### src/conv_update_pkg.sv
// Constants, register map and value packing for the converter update logic
package conv_update_pkg;

   // Register addresses on the plain register port
   localparam int ADDR_W = 2;
   localparam logic [1:0] ADDR_CTRL = 2'h0;
   localparam logic [1:0] ADDR_HIGH = 2'h1;
   localparam logic [1:0] ADDR_LOW = 2'h2;

   // Control register field positions
   localparam int CTRL_AUTO_BIT = 7;
   localparam int CTRL_TSEL_MSB = 6;
   localparam int CTRL_TSEL_LSB = 4;
   localparam int CTRL_ALIGN_BIT = 2;
   localparam int CTRL_ON_BIT = 0;
   localparam logic [7:0] CTRL_WMASK = 8'hF5;

   // Reset values
   localparam logic [7:0] CTRL_RESET = 8'h00;
   localparam logic [7:0] HIGH_RESET = 8'h00;
   localparam logic [7:0] LOW_RESET = 8'h00;
   localparam logic [9:0] SHADOW_RESET = 10'h000;

   // Trigger source codes
   localparam logic [2:0] TSEL_CMP0 = 3'h0;
   localparam logic [2:0] TSEL_CMP1 = 3'h1;
   localparam logic [2:0] TSEL_EXT0 = 3'h2;
   localparam logic [2:0] TSEL_TMR1_OVF = 3'h6;
   localparam logic [2:0] TSEL_TMR1_CAP = 3'h7;

   // Conversion (settling) time after each shadow update
   localparam int CLK_PERIOD_NS = 25;
   localparam int CONV_TIME_NS = 1000;
   localparam int CONV_CYCLES =
      (CONV_TIME_NS + CLK_PERIOD_NS - 1) / CLK_PERIOD_NS;
   localparam int BUSY_CNT_W = 8;

   // Packs the two data bytes into the 10-bit value
   function automatic logic [9:0] pack_value(input logic left,
                                             input logic [7:0] high,
                                             input logic [7:0] low);
      if (left) begin
         pack_value = {high, low[7:6]};
      end else begin
         pack_value = {high[1:0], low};
      end
   endfunction : pack_value

endpackage : conv_update_pkg

### src/trigger_edge_detect.sv
// Trigger source selection and rising-edge detection
`timescale 1ns/100ps
module trigger_edge_detect (
   input wire logic i_clk,
   input wire logic i_rst,
   input wire logic [2:0] i_sel,
   input wire logic i_cmp0_flag,
   input wire logic i_cmp1_flag,
   input wire logic i_ext0_flag,
   input wire logic i_tmr1_ovf_flag,
   input wire logic i_tmr1_cap_flag,
   output logic o_level,
   output logic o_edge
);
   import conv_update_pkg::*;

   logic prev_q;

   // Flags are taken raw, whatever their interrupt enables say
   always_comb begin
      case (i_sel)
         TSEL_CMP0: o_level = i_cmp0_flag;
         TSEL_CMP1: o_level = i_cmp1_flag;
         TSEL_EXT0: o_level = i_ext0_flag;
         TSEL_TMR1_OVF: o_level = i_tmr1_ovf_flag;
         TSEL_TMR1_CAP: o_level = i_tmr1_cap_flag;
         default: o_level = 1'b0;
      endcase
   end

   always_ff @(posedge i_clk) begin
      if (i_rst) begin
         prev_q <= 1'b0;
      end else begin
         prev_q <= o_level;
      end
   end

   // A flag held high gives one edge only
   assign o_edge = o_level && !prev_q;
endmodule : trigger_edge_detect

### src/conv_update_ctrl.sv
// Converter input registers, shadow update and trigger handling
//
// Summary of operation
// - Ten-bit value held as high and low bytes
// - Control: auto, select, align, enable; reserved zero
// - Enable bit switches the converter on
// - Auto mode updates on selected trigger rise
// - Held-high trigger needs a fresh rise
// - Rises during a conversion are dropped
// - Trigger is raw flag rise, enables ignored
// - Select codes map to five event sources
// - Selection matters only in auto mode
// - Analog stage sees hidden shadow value only
// - Manual mode: high byte write updates shadow
// - Low write blocks updates until high write
// - High-only use refreshes at every trigger
// - Alignment maps value bits into bytes
// - Alignment change acts at next high write
//
// The address map and the plain strobed port are this design's own decisions.
`timescale 1ns/100ps
module conv_update_ctrl #(
   parameter int CONV_CYCLES_P = conv_update_pkg::CONV_CYCLES
) (
   input wire logic I_CLK_SYS,
   input wire logic I_RST,
   input wire logic [conv_update_pkg::ADDR_W-1:0] I_ADDR,
   input wire logic [7:0] I_WDATA,
   input wire logic I_WR,
   input wire logic I_RD,
   output logic [7:0] O_RDATA,
   input wire logic I_CMP0_FLAG,
   input wire logic I_CMP1_FLAG,
   input wire logic I_EXT0_FLAG,
   input wire logic I_TMR1_OVF_FLAG,
   input wire logic I_TMR1_CAP_FLAG,
   output logic [9:0] O_CONV_VALUE,
   output logic O_CONV_ENABLE,
   output logic O_CONV_BUSY,
   output logic O_CONV_UPDATE
);
   import conv_update_pkg::*;

   if (CONV_CYCLES_P < 1 || CONV_CYCLES_P >= (1 << BUSY_CNT_W)) begin : g_chk
      $error("CONV_CYCLES_P out of range for the busy counter");
   end

   localparam logic [BUSY_CNT_W-1:0] BUSY_LOAD =
      BUSY_CNT_W'(CONV_CYCLES_P);

   ////////////////////////////////////////////////////////////////////////
   // Registers
   logic [7:0] conv_control_q;
   logic [7:0] conv_value_high_q;
   logic [7:0] conv_value_low_q;
   logic low_pending_q;
   logic align_latched_q;
   logic [9:0] shadow_q;
   logic [9:0] shadow_d;
   logic [BUSY_CNT_W-1:0] busy_cnt_q;
   logic [7:0] rdata_q;
   logic update_q;

   logic auto_trigger_on;
   logic [2:0] trigger_select;
   logic left_align;
   logic converter_on;
   logic wr_ctrl;
   logic wr_high;
   logic wr_low;
   logic busy;
   logic trig_level;
   logic trig_edge;
   logic manual_upd;
   logic auto_upd;

   assign auto_trigger_on = conv_control_q[CTRL_AUTO_BIT];
   assign trigger_select = conv_control_q[CTRL_TSEL_MSB:CTRL_TSEL_LSB];
   assign left_align = conv_control_q[CTRL_ALIGN_BIT];
   assign converter_on = conv_control_q[CTRL_ON_BIT];

   assign wr_ctrl = I_WR && (I_ADDR == ADDR_CTRL);
   assign wr_high = I_WR && (I_ADDR == ADDR_HIGH);
   assign wr_low = I_WR && (I_ADDR == ADDR_LOW);
   assign busy = (busy_cnt_q != '0);

   ////////////////////////////////////////////////////////////////////////
   // Software-visible registers
   always_ff @(posedge I_CLK_SYS) begin
      if (I_RST) begin
         conv_control_q <= CTRL_RESET;
      end else if (wr_ctrl) begin
         conv_control_q <= I_WDATA & CTRL_WMASK;
      end
   end

   always_ff @(posedge I_CLK_SYS) begin
      if (I_RST) begin
         conv_value_high_q <= HIGH_RESET;
         conv_value_low_q <= LOW_RESET;
      end else begin
         if (wr_high) begin
            conv_value_high_q <= I_WDATA;
         end
         if (wr_low) begin
            conv_value_low_q <= I_WDATA;
         end
      end
   end

   // Low write arms the block; only the high write lifts it
   always_ff @(posedge I_CLK_SYS) begin
      if (I_RST) begin
         low_pending_q <= 1'b0;
      end else if (wr_low) begin
         low_pending_q <= 1'b1;
      end else if (wr_high) begin
         low_pending_q <= 1'b0;
      end
   end

   // Alignment is frozen at each high write
   always_ff @(posedge I_CLK_SYS) begin
      if (I_RST) begin
         align_latched_q <= 1'b0;
      end else if (wr_high) begin
         align_latched_q <= left_align;
      end
   end

   ////////////////////////////////////////////////////////////////////////
   // Trigger source
   trigger_edge_detect u_trig (
      .i_clk(I_CLK_SYS),
      .i_rst(I_RST),
      .i_sel(trigger_select),
      .i_cmp0_flag(I_CMP0_FLAG),
      .i_cmp1_flag(I_CMP1_FLAG),
      .i_ext0_flag(I_EXT0_FLAG),
      .i_tmr1_ovf_flag(I_TMR1_OVF_FLAG),
      .i_tmr1_cap_flag(I_TMR1_CAP_FLAG),
      .o_level(trig_level),
      .o_edge(trig_edge)
   );

   ////////////////////////////////////////////////////////////////////////
   // Shadow update
   // Manual writes are never refused: software owns the pace there
   assign manual_upd = wr_high && !auto_trigger_on;
   // The flag is not queued: a rise seen while busy is simply lost
   assign auto_upd = auto_trigger_on && trig_edge && !busy
                     && !low_pending_q;

   always_comb begin
      shadow_d = shadow_q;
      if (manual_upd) begin
         shadow_d = pack_value(left_align, I_WDATA,
                               conv_value_low_q);
      end else if (auto_upd) begin
         shadow_d = pack_value(align_latched_q, conv_value_high_q,
                               conv_value_low_q);
      end
   end

   always_ff @(posedge I_CLK_SYS) begin
      if (I_RST) begin
         shadow_q <= SHADOW_RESET;
      end else begin
         shadow_q <= shadow_d;
      end
   end

   always_ff @(posedge I_CLK_SYS) begin
      if (I_RST) begin
         update_q <= 1'b0;
      end else begin
         update_q <= manual_upd || auto_upd;
      end
   end

   // Conversion in progress after each update
   always_ff @(posedge I_CLK_SYS) begin
      if (I_RST) begin
         busy_cnt_q <= '0;
      end else if (manual_upd || auto_upd) begin
         busy_cnt_q <= BUSY_LOAD;
      end else if (busy) begin
         busy_cnt_q <= busy_cnt_q - 1'b1;
      end
   end

   assign O_CONV_VALUE = shadow_q;
   assign O_CONV_ENABLE = converter_on;
   assign O_CONV_BUSY = busy;
   assign O_CONV_UPDATE = update_q;

   ////////////////////////////////////////////////////////////////////////
   // Read port: data stand one cycle after the strobe, only then
   always_ff @(posedge I_CLK_SYS) begin
      if (I_RST) begin
         rdata_q <= 8'h00;
      end else if (I_RD) begin
         case (I_ADDR)
            ADDR_CTRL: rdata_q <= conv_control_q;
            ADDR_HIGH: rdata_q <= conv_value_high_q;
            ADDR_LOW: rdata_q <= conv_value_low_q;
            default: rdata_q <= 8'h00;
         endcase
      end else begin
         rdata_q <= 8'h00;
      end
   end

   assign O_RDATA = rdata_q;
endmodule : conv_update_ctrl

### config.mk
export PLATFORM = sky130hd
export DESIGN_NAME = conv_update_ctrl
export DESIGN_NICKNAME = d
export VERILOG_FILES = /design/src/conv_update_pkg.sv /design/src/trigger_edge_detect.sv /design/src/conv_update_ctrl.sv
export SDC_FILE = /design/constraint.sdc
export NUM_CORES = 1
export LEC_CHECK = 0
export BUFFER_PORTS_ARGS = -buffer_cell sky130_fd_sc_hd__buf_2
export CORE_MARGIN = 3
export CORE_UTILIZATION = 35
export CTS_BUF_LIST = sky130_fd_sc_hd__clkbuf_2
export CTS_CLUSTER_DIAMETER = 60
export DETAILED_ROUTE_END_ITERATION = 16
export PLACE_DENSITY_LB_ADDON = 0.3
export SYNTH_ARGS = -nofsm -noshare
export SYNTH_HDL_FRONTEND = slang
export SYNTH_SLANG_ARGS = --single-unit
### constraint.sdc
create_clock -name I_CLK_SYS -period 2.4 [get_ports I_CLK_SYS]
set_input_delay 0.24 -clock I_CLK_SYS [delete_from_list [all_inputs] [get_ports I_CLK_SYS]]
set_output_delay 0.24 -clock I_CLK_SYS [all_outputs]
set_load 0.1 [all_outputs]
# After elaboration in Yosys (flattened, before gate mapping)
# Index checks and enable logic that the tools add are counted.
# totals
register_bits,52
output_inout_bits,21
wordCells,50
input_bits,19
# op_classes
bitwise_logic,1
n_mux,10
n_addsub,1
eq_ne,6
reduce_logical,21
# op_table
operator,n
$mux W10,4
$pmux W8 S3,1
$mux W6,2
$logic_and A1 B1 Y1,8
$reduce_bool A8 Y1,1
$sub A8 B1 Y8 const B,1
$eq A3 B3 Y1 const B,2
$reduce_bool A2 Y1,3
$pmux W1 S5,1
$logic_not A1 Y1,4
$reduce_or A2 Y1,2
$eq A3 B1 Y1 const B,1
$eq A3 B2 Y1 const B,1
$logic_not A3 Y1,1
$eq A2 B1 Y1 const B,1
$eq A2 B2 Y1 const B,1
$logic_not A2 Y1,1
$mux W1,2
$logic_or A1 B1 Y1,1
$not A1 Y1,1

# Longest topological paths before layout
# logic_depth
word_depth,8
mapped_depth,8
ltp_nobuf,7

# Cells and area by module
# From an unflattened synthesis, not the netlist that was laid out.
# hier_totals
hier_cells,269
area_unflattened_um2,2334.7
# modules_own_cells
mod,area_each_um2,cells_each,n_inst,seq_area_each_um2
conv_update_ctrl,2233.4,256,1,1021.0
trigger_edge_detect,101.3,13,1,20.0

# Worst setup path before layout
# No wires, ideal clock.
# synth_path
path_kind,reg-to-reg
start,register busy_cnt_q[0]
end,"register shadow_q[3], in the netlist O_CONV_VALUE[3]"
path_buffers,0
t_required_ns,2.304
stages_incl_launch_ff,8
setup_ns,0.096
arrival_time_ns,1.854
path_slack_ns,0.450
synth_period_minus_slack_ns,1.950
path_cell_list,dfxtp_1 -> inv_1 -> ha_1 -> nor4b_4 -> nand4_2 -> a2111oi_4 -> nor2_4 -> o41ai_2
# synth_via
elab_chain_cells,5
# synth_lines
element,line_no,text
start: declaration,conv_update_ctrl.sv:60,logic [BUSY_CNT_W-1:0] busy_cnt_q;
start signal: assignment,conv_update_ctrl.sv:188,busy_cnt_q <= busy_cnt_q - 1'b1;
$reduce_bool A8 Y1,conv_update_ctrl.sv:85,assign busy = (busy_cnt_q != '0);
$logic_not A1 Y1,conv_update_ctrl.sv:151,assign auto_upd = auto_trigger_on && trig_edge && !busy
$logic_and A1 B1 Y1,conv_update_ctrl.sv:151,
$logic_and A1 B1 Y1,conv_update_ctrl.sv:152,&& !low_pending_q;
$reduce_bool A2 Y1 (no source line),n/a,
end signal: assignment,conv_update_ctrl.sv:169,shadow_q <= shadow_d;
end: declaration,conv_update_ctrl.sv:58,logic [9:0] shadow_q;
# No other way between the ends.
# A chain may end at the register's enable or synchronous reset.

# Worst setup path after layout
# layout_path
start,register busy_cnt_q[0]
end,output port O_CONV_BUSY
# layout_via
elab_chain_cells,1
# layout_lines
element,line_no,text
$reduce_bool A8 Y1,conv_update_ctrl.sv:85,
end: declaration,conv_update_ctrl.sv:39,"output logic O_CONV_BUSY,"
# No other way between the ends.

==> results.sh <==
export IMPL_yosys_warnings=0
export IMPL_power_frac_comb_pct=31.7
export IMPL_synth_seq_cells=52
export IMPL_synth_edf_count=0
export IMPL_grt_max_degree=42
export IMPL_setup_violations=0
export IMPL_cp_end_kind="output port"
export IMPL_synth_nets=278
export IMPL_power_switching_uw=765.8
export IMPL_cts_tree="yes"
export IMPL_die_w_um=88.42
export IMPL_cp_required_ps=2160
export IMPL_antenna_found_initial=0
export IMPL_io_buffers=39
export IMPL_avgSynthCellArea_um2=9.214
export IMPL_post_drt_via_cell_ratio=5.446
export IMPL_synth_most_common_cell="dfxtp_1"
export IMPL_gp_congestion=0.7878
export IMPL_ir_drop_mv=0.2171
export IMPL_post_cts_setup_buffers=0
export IMPL_synth_main_ff_cell="dfxtp_1"
export IMPL_place_hpwl_mm=4.364
export IMPL_die_y_um=88.42
export IMPL_placed_area_mm2=0.002671
export IMPL_numCtsBuffers=5
export IMPL_synthDistinctLibCells=46
export IMPL_crit_fanout=5
export IMPL_via_count=2064
export IMPL_skew_ps=39.61
export IMPL_start_util_pct=36.81
export IMPL_worstMarginPinSlew_ps=718.2
export IMPL_pre_cts_ws_ps=247.9
export IMPL_maxCapViolations=0
export IMPL_synth_area_leader_cell="dfxtp_1"
export IMPL_firstDrtPassIters=4
export IMPL_clk_pin_slew_ps=300
export IMPL_status="finished, final reports clean"
export IMPL_clockBufferDepth=2
export IMPL_cts_sinks=52
export IMPL_die_area_mm2=0.007817
export IMPL_switching_share_pct=37.87
export IMPL_drive_gt1_share_pct=25.17
export IMPL_antenna_cells=0
export IMPL_fin_tns_setup_ps=0
export IMPL_synth_area_mm2=0.002377
export IMPL_wl_mm=6.143
export IMPL_gr_total_overflow=0
export IMPL_rsz0062_at_grt="false"
export IMPL_seq_area_mm2=0.001041
export IMPL_p_leak_uw=0.001161
export IMPL_path_cells="inv_1 -> ha_1 -> nor4b_4 -> and2_2 -> inv_1 -> clkbuf_4"
export IMPL_design_area_mm2=0.002764
export IMPL_grt_use_total_pct=16.76
export IMPL_maxSlewViolCount=0
export IMPL_synth_commonest_cells="dfxtp_1, nor2_1, mux2i_1"
export IMPL_critPathKind="register to output port"
export IMPL_whs_ps=13.27
export IMPL_fill_cells=672
export IMPL_io_pin_count=40
export IMPL_powerDensity_mw_per_mm2=731.7
export IMPL_drcViolationCount=0
export IMPL_drtIter0Drc=104
export IMPL_multi_input_area_mm2=0.001254
export IMPL_clkLatencyLatePin_ps=460
export IMPL_max_clock_freq_mhz=441.0
export IMPL_timing_final_ws_setup_ps=132.6
export IMPL_maxSlewHeadroom_pct=51.91
export IMPL_p_seq_share_pct=49.9
export IMPL_hold_class="input pin to register"
export IMPL_htreeDepth=2
export IMPL_syn_instance_count=258
export IMPL_finalCriticalPeriod_ps=2267
export IMPL_fin_crit_sh_pct=94.48
export IMPL_cts_root_buf="clkbuf_2"
export IMPL_start_kind="register"
export IMPL_core_area_mm2=0.006459
export IMPL_critPathMostFrequentCell="inv_1"
export IMPL_ant_nets=0
export IMPL_layout_area_overhead_vs_synth_pct=16.26
export IMPL_cpPeakStageDelay_ps=380
export IMPL_ys_top_cells_by_area="dfxtp_1, mux2i_1, nor2_1"
export IMPL_synth_top_area_share_pct=43.79
export IMPL_postSynth_asyncResetShare_pct=0
export IMPL_crit_slowest_cell="dfxtp_1"
export IMPL_grt_pass1_wl_mm=10.18
export IMPL_p_int_uw=1256
export IMPL_critPathArrivalTime_ps=2030
export IMPL_hold_viol=0
export IMPL_fp_row_count=29
export IMPL_wl_per_cell_um=16.21
export IMPL_final_nets=321
export IMPL_grt_pass1_vias=2018
export IMPL_clkPwrFrac_pct=18.4
export IMPL_ys_seq_area_share_pct=43.79
[worst max-delay path: cells and delay by family (launching register included)]
kind	cells	cell delay, ps
flops	1	380
fa+ha+maj	1	220
buf+inv	3	440
simple gates	2	530
[final timing paths]
kind | to | slack [ps] | from | cells past startpoint
worst max-delay path | O_CONV_BUSY | 130 | busy_cnt_q[0] | 6
worst min-delay path | conv_value_low_q[2] | 10 | I_WDATA[2] | 3
worst max register to register | O_CONV_VALUE[8] | 260 | busy_cnt_q[0] | 7
worst min register to register | low_pending_q | 480 | low_pending_q | 2
[cells in the final DEF (no fill, tap or decap), types with 2 or more instances in the layout]
| cell type | Yosys | layout |
|---|---|---|
| a211oi_1 | 3 | 3 |
| a21oi_1 | 21 | 21 |
| a22oi_1 | 2 | 2 |
| a31oi_1 | 2 | 2 |
| buf_2 | 1 | 38 |
| buf_4 | 0 | 8 |
| clkbuf_2 | 0 | 5 |
| clkinvlp_4 | 0 | 2 |
| dfxtp_1 | 52 | 52 |
| dlygate4sd3_1 | 0 | 4 |
| inv_1 | 7 | 7 |
| mux2_2 | 2 | 2 |
| mux2i_1 | 24 | 24 |
| nand2_1 | 15 | 15 |
| nand3_1 | 9 | 9 |
| nand4_1 | 10 | 10 |
| nor2_1 | 37 | 37 |
| nor2b_1 | 9 | 9 |
| nor3_1 | 5 | 5 |
| o22ai_1 | 7 | 7 |
| o311ai_0 | 2 | 2 |
| o41ai_2 | 6 | 6 |
| or3_1 | 3 | 3 |
| or3_2 | 2 | 2 |
| xnor2_1 | 2 | 2 |
[logic make-up after synthesis]
group	synth area share [%]
flip-flops	43.79
XOR/XNOR	0.7370
buffers and inverters	3.526
AO/OA/AOI/OAI	15.74
adder cells (fa/ha/maj)	0.5262
multiplexers	11.05
AND/OR/NAND/NOR	24.63
[area by class of cell]
type,count,area share [%]
Timing Repair Buffer,51,10.77
Tap cell,77,3.486
Clock inverter,3,0.8601
Sequential cell,52,37.66
Multi-Input combinational cell,184,45.36
Inverter,7,0.9507
Clock buffer,5,0.9054
[per-layer routing]
metal / share of wire [%] / vias to the layer above / routed length [µm] / GRT usage [%]
met5: 0 / - / 0 / 0
met2: 46 / 48 / 2831 / 26.92
met1: 49 / 992 / 3019 / 23.46
met3: 4.2 / 5 / 261 / 3.352
met4: 0.49 / 0 / 30 / 3.434
li1: - / 1019 / - / -
[flip-flops by register name, indices dropped and copies added, names as in the netlist]
name	count
conv_value_low_q	8
low_pending_q	1
O_CONV_VALUE	10
conv_value_high_q	8
busy_cnt_q	8
u_trig.prev_q	1
conv_control_q	6
align_latched_q	1
O_RDATA	8
O_CONV_UPDATE	1
[through the flow]
stage,cells,total power [µW],util [%]
6_report,379,2022,42.79
5_1_grt,379,2142,42.79
4_1_cts,376,2023,42.27
3_5_place_dp,367,1651,41.36
3_3_place_gp,367,1643,41.36
2_1_floorplan,258,1518,-
[power groups by stage]
| stage | sequential (µW) | clock (µW) | combinational (µW) |
|---|---|---|---|
| 2_1_floorplan | 1050 | 0 | 465 |
| 3_3_place_gp | 1020 | 0 | 620 |
| 3_5_place_dp | 1020 | 0 | 627 |
| 4_1_cts | 1010 | 382 | 632 |
| 5_1_grt | 1020 | 413 | 707 |
| 6_report | 1010 | 372 | 641 |
[what timing repair did]
| item | 4_1_cts | 5_1_grt |
|---|---|---|
| gates resized for setup | 1 | 2 |
| hold buffers | 1 | 3 |
| pin swaps | 0 | 1 |
| endpoints found under the hold margin | 1 | 3 |
| setup endpoints to repair | 1 | 2 |
Power figures use the tool's default switching activity.
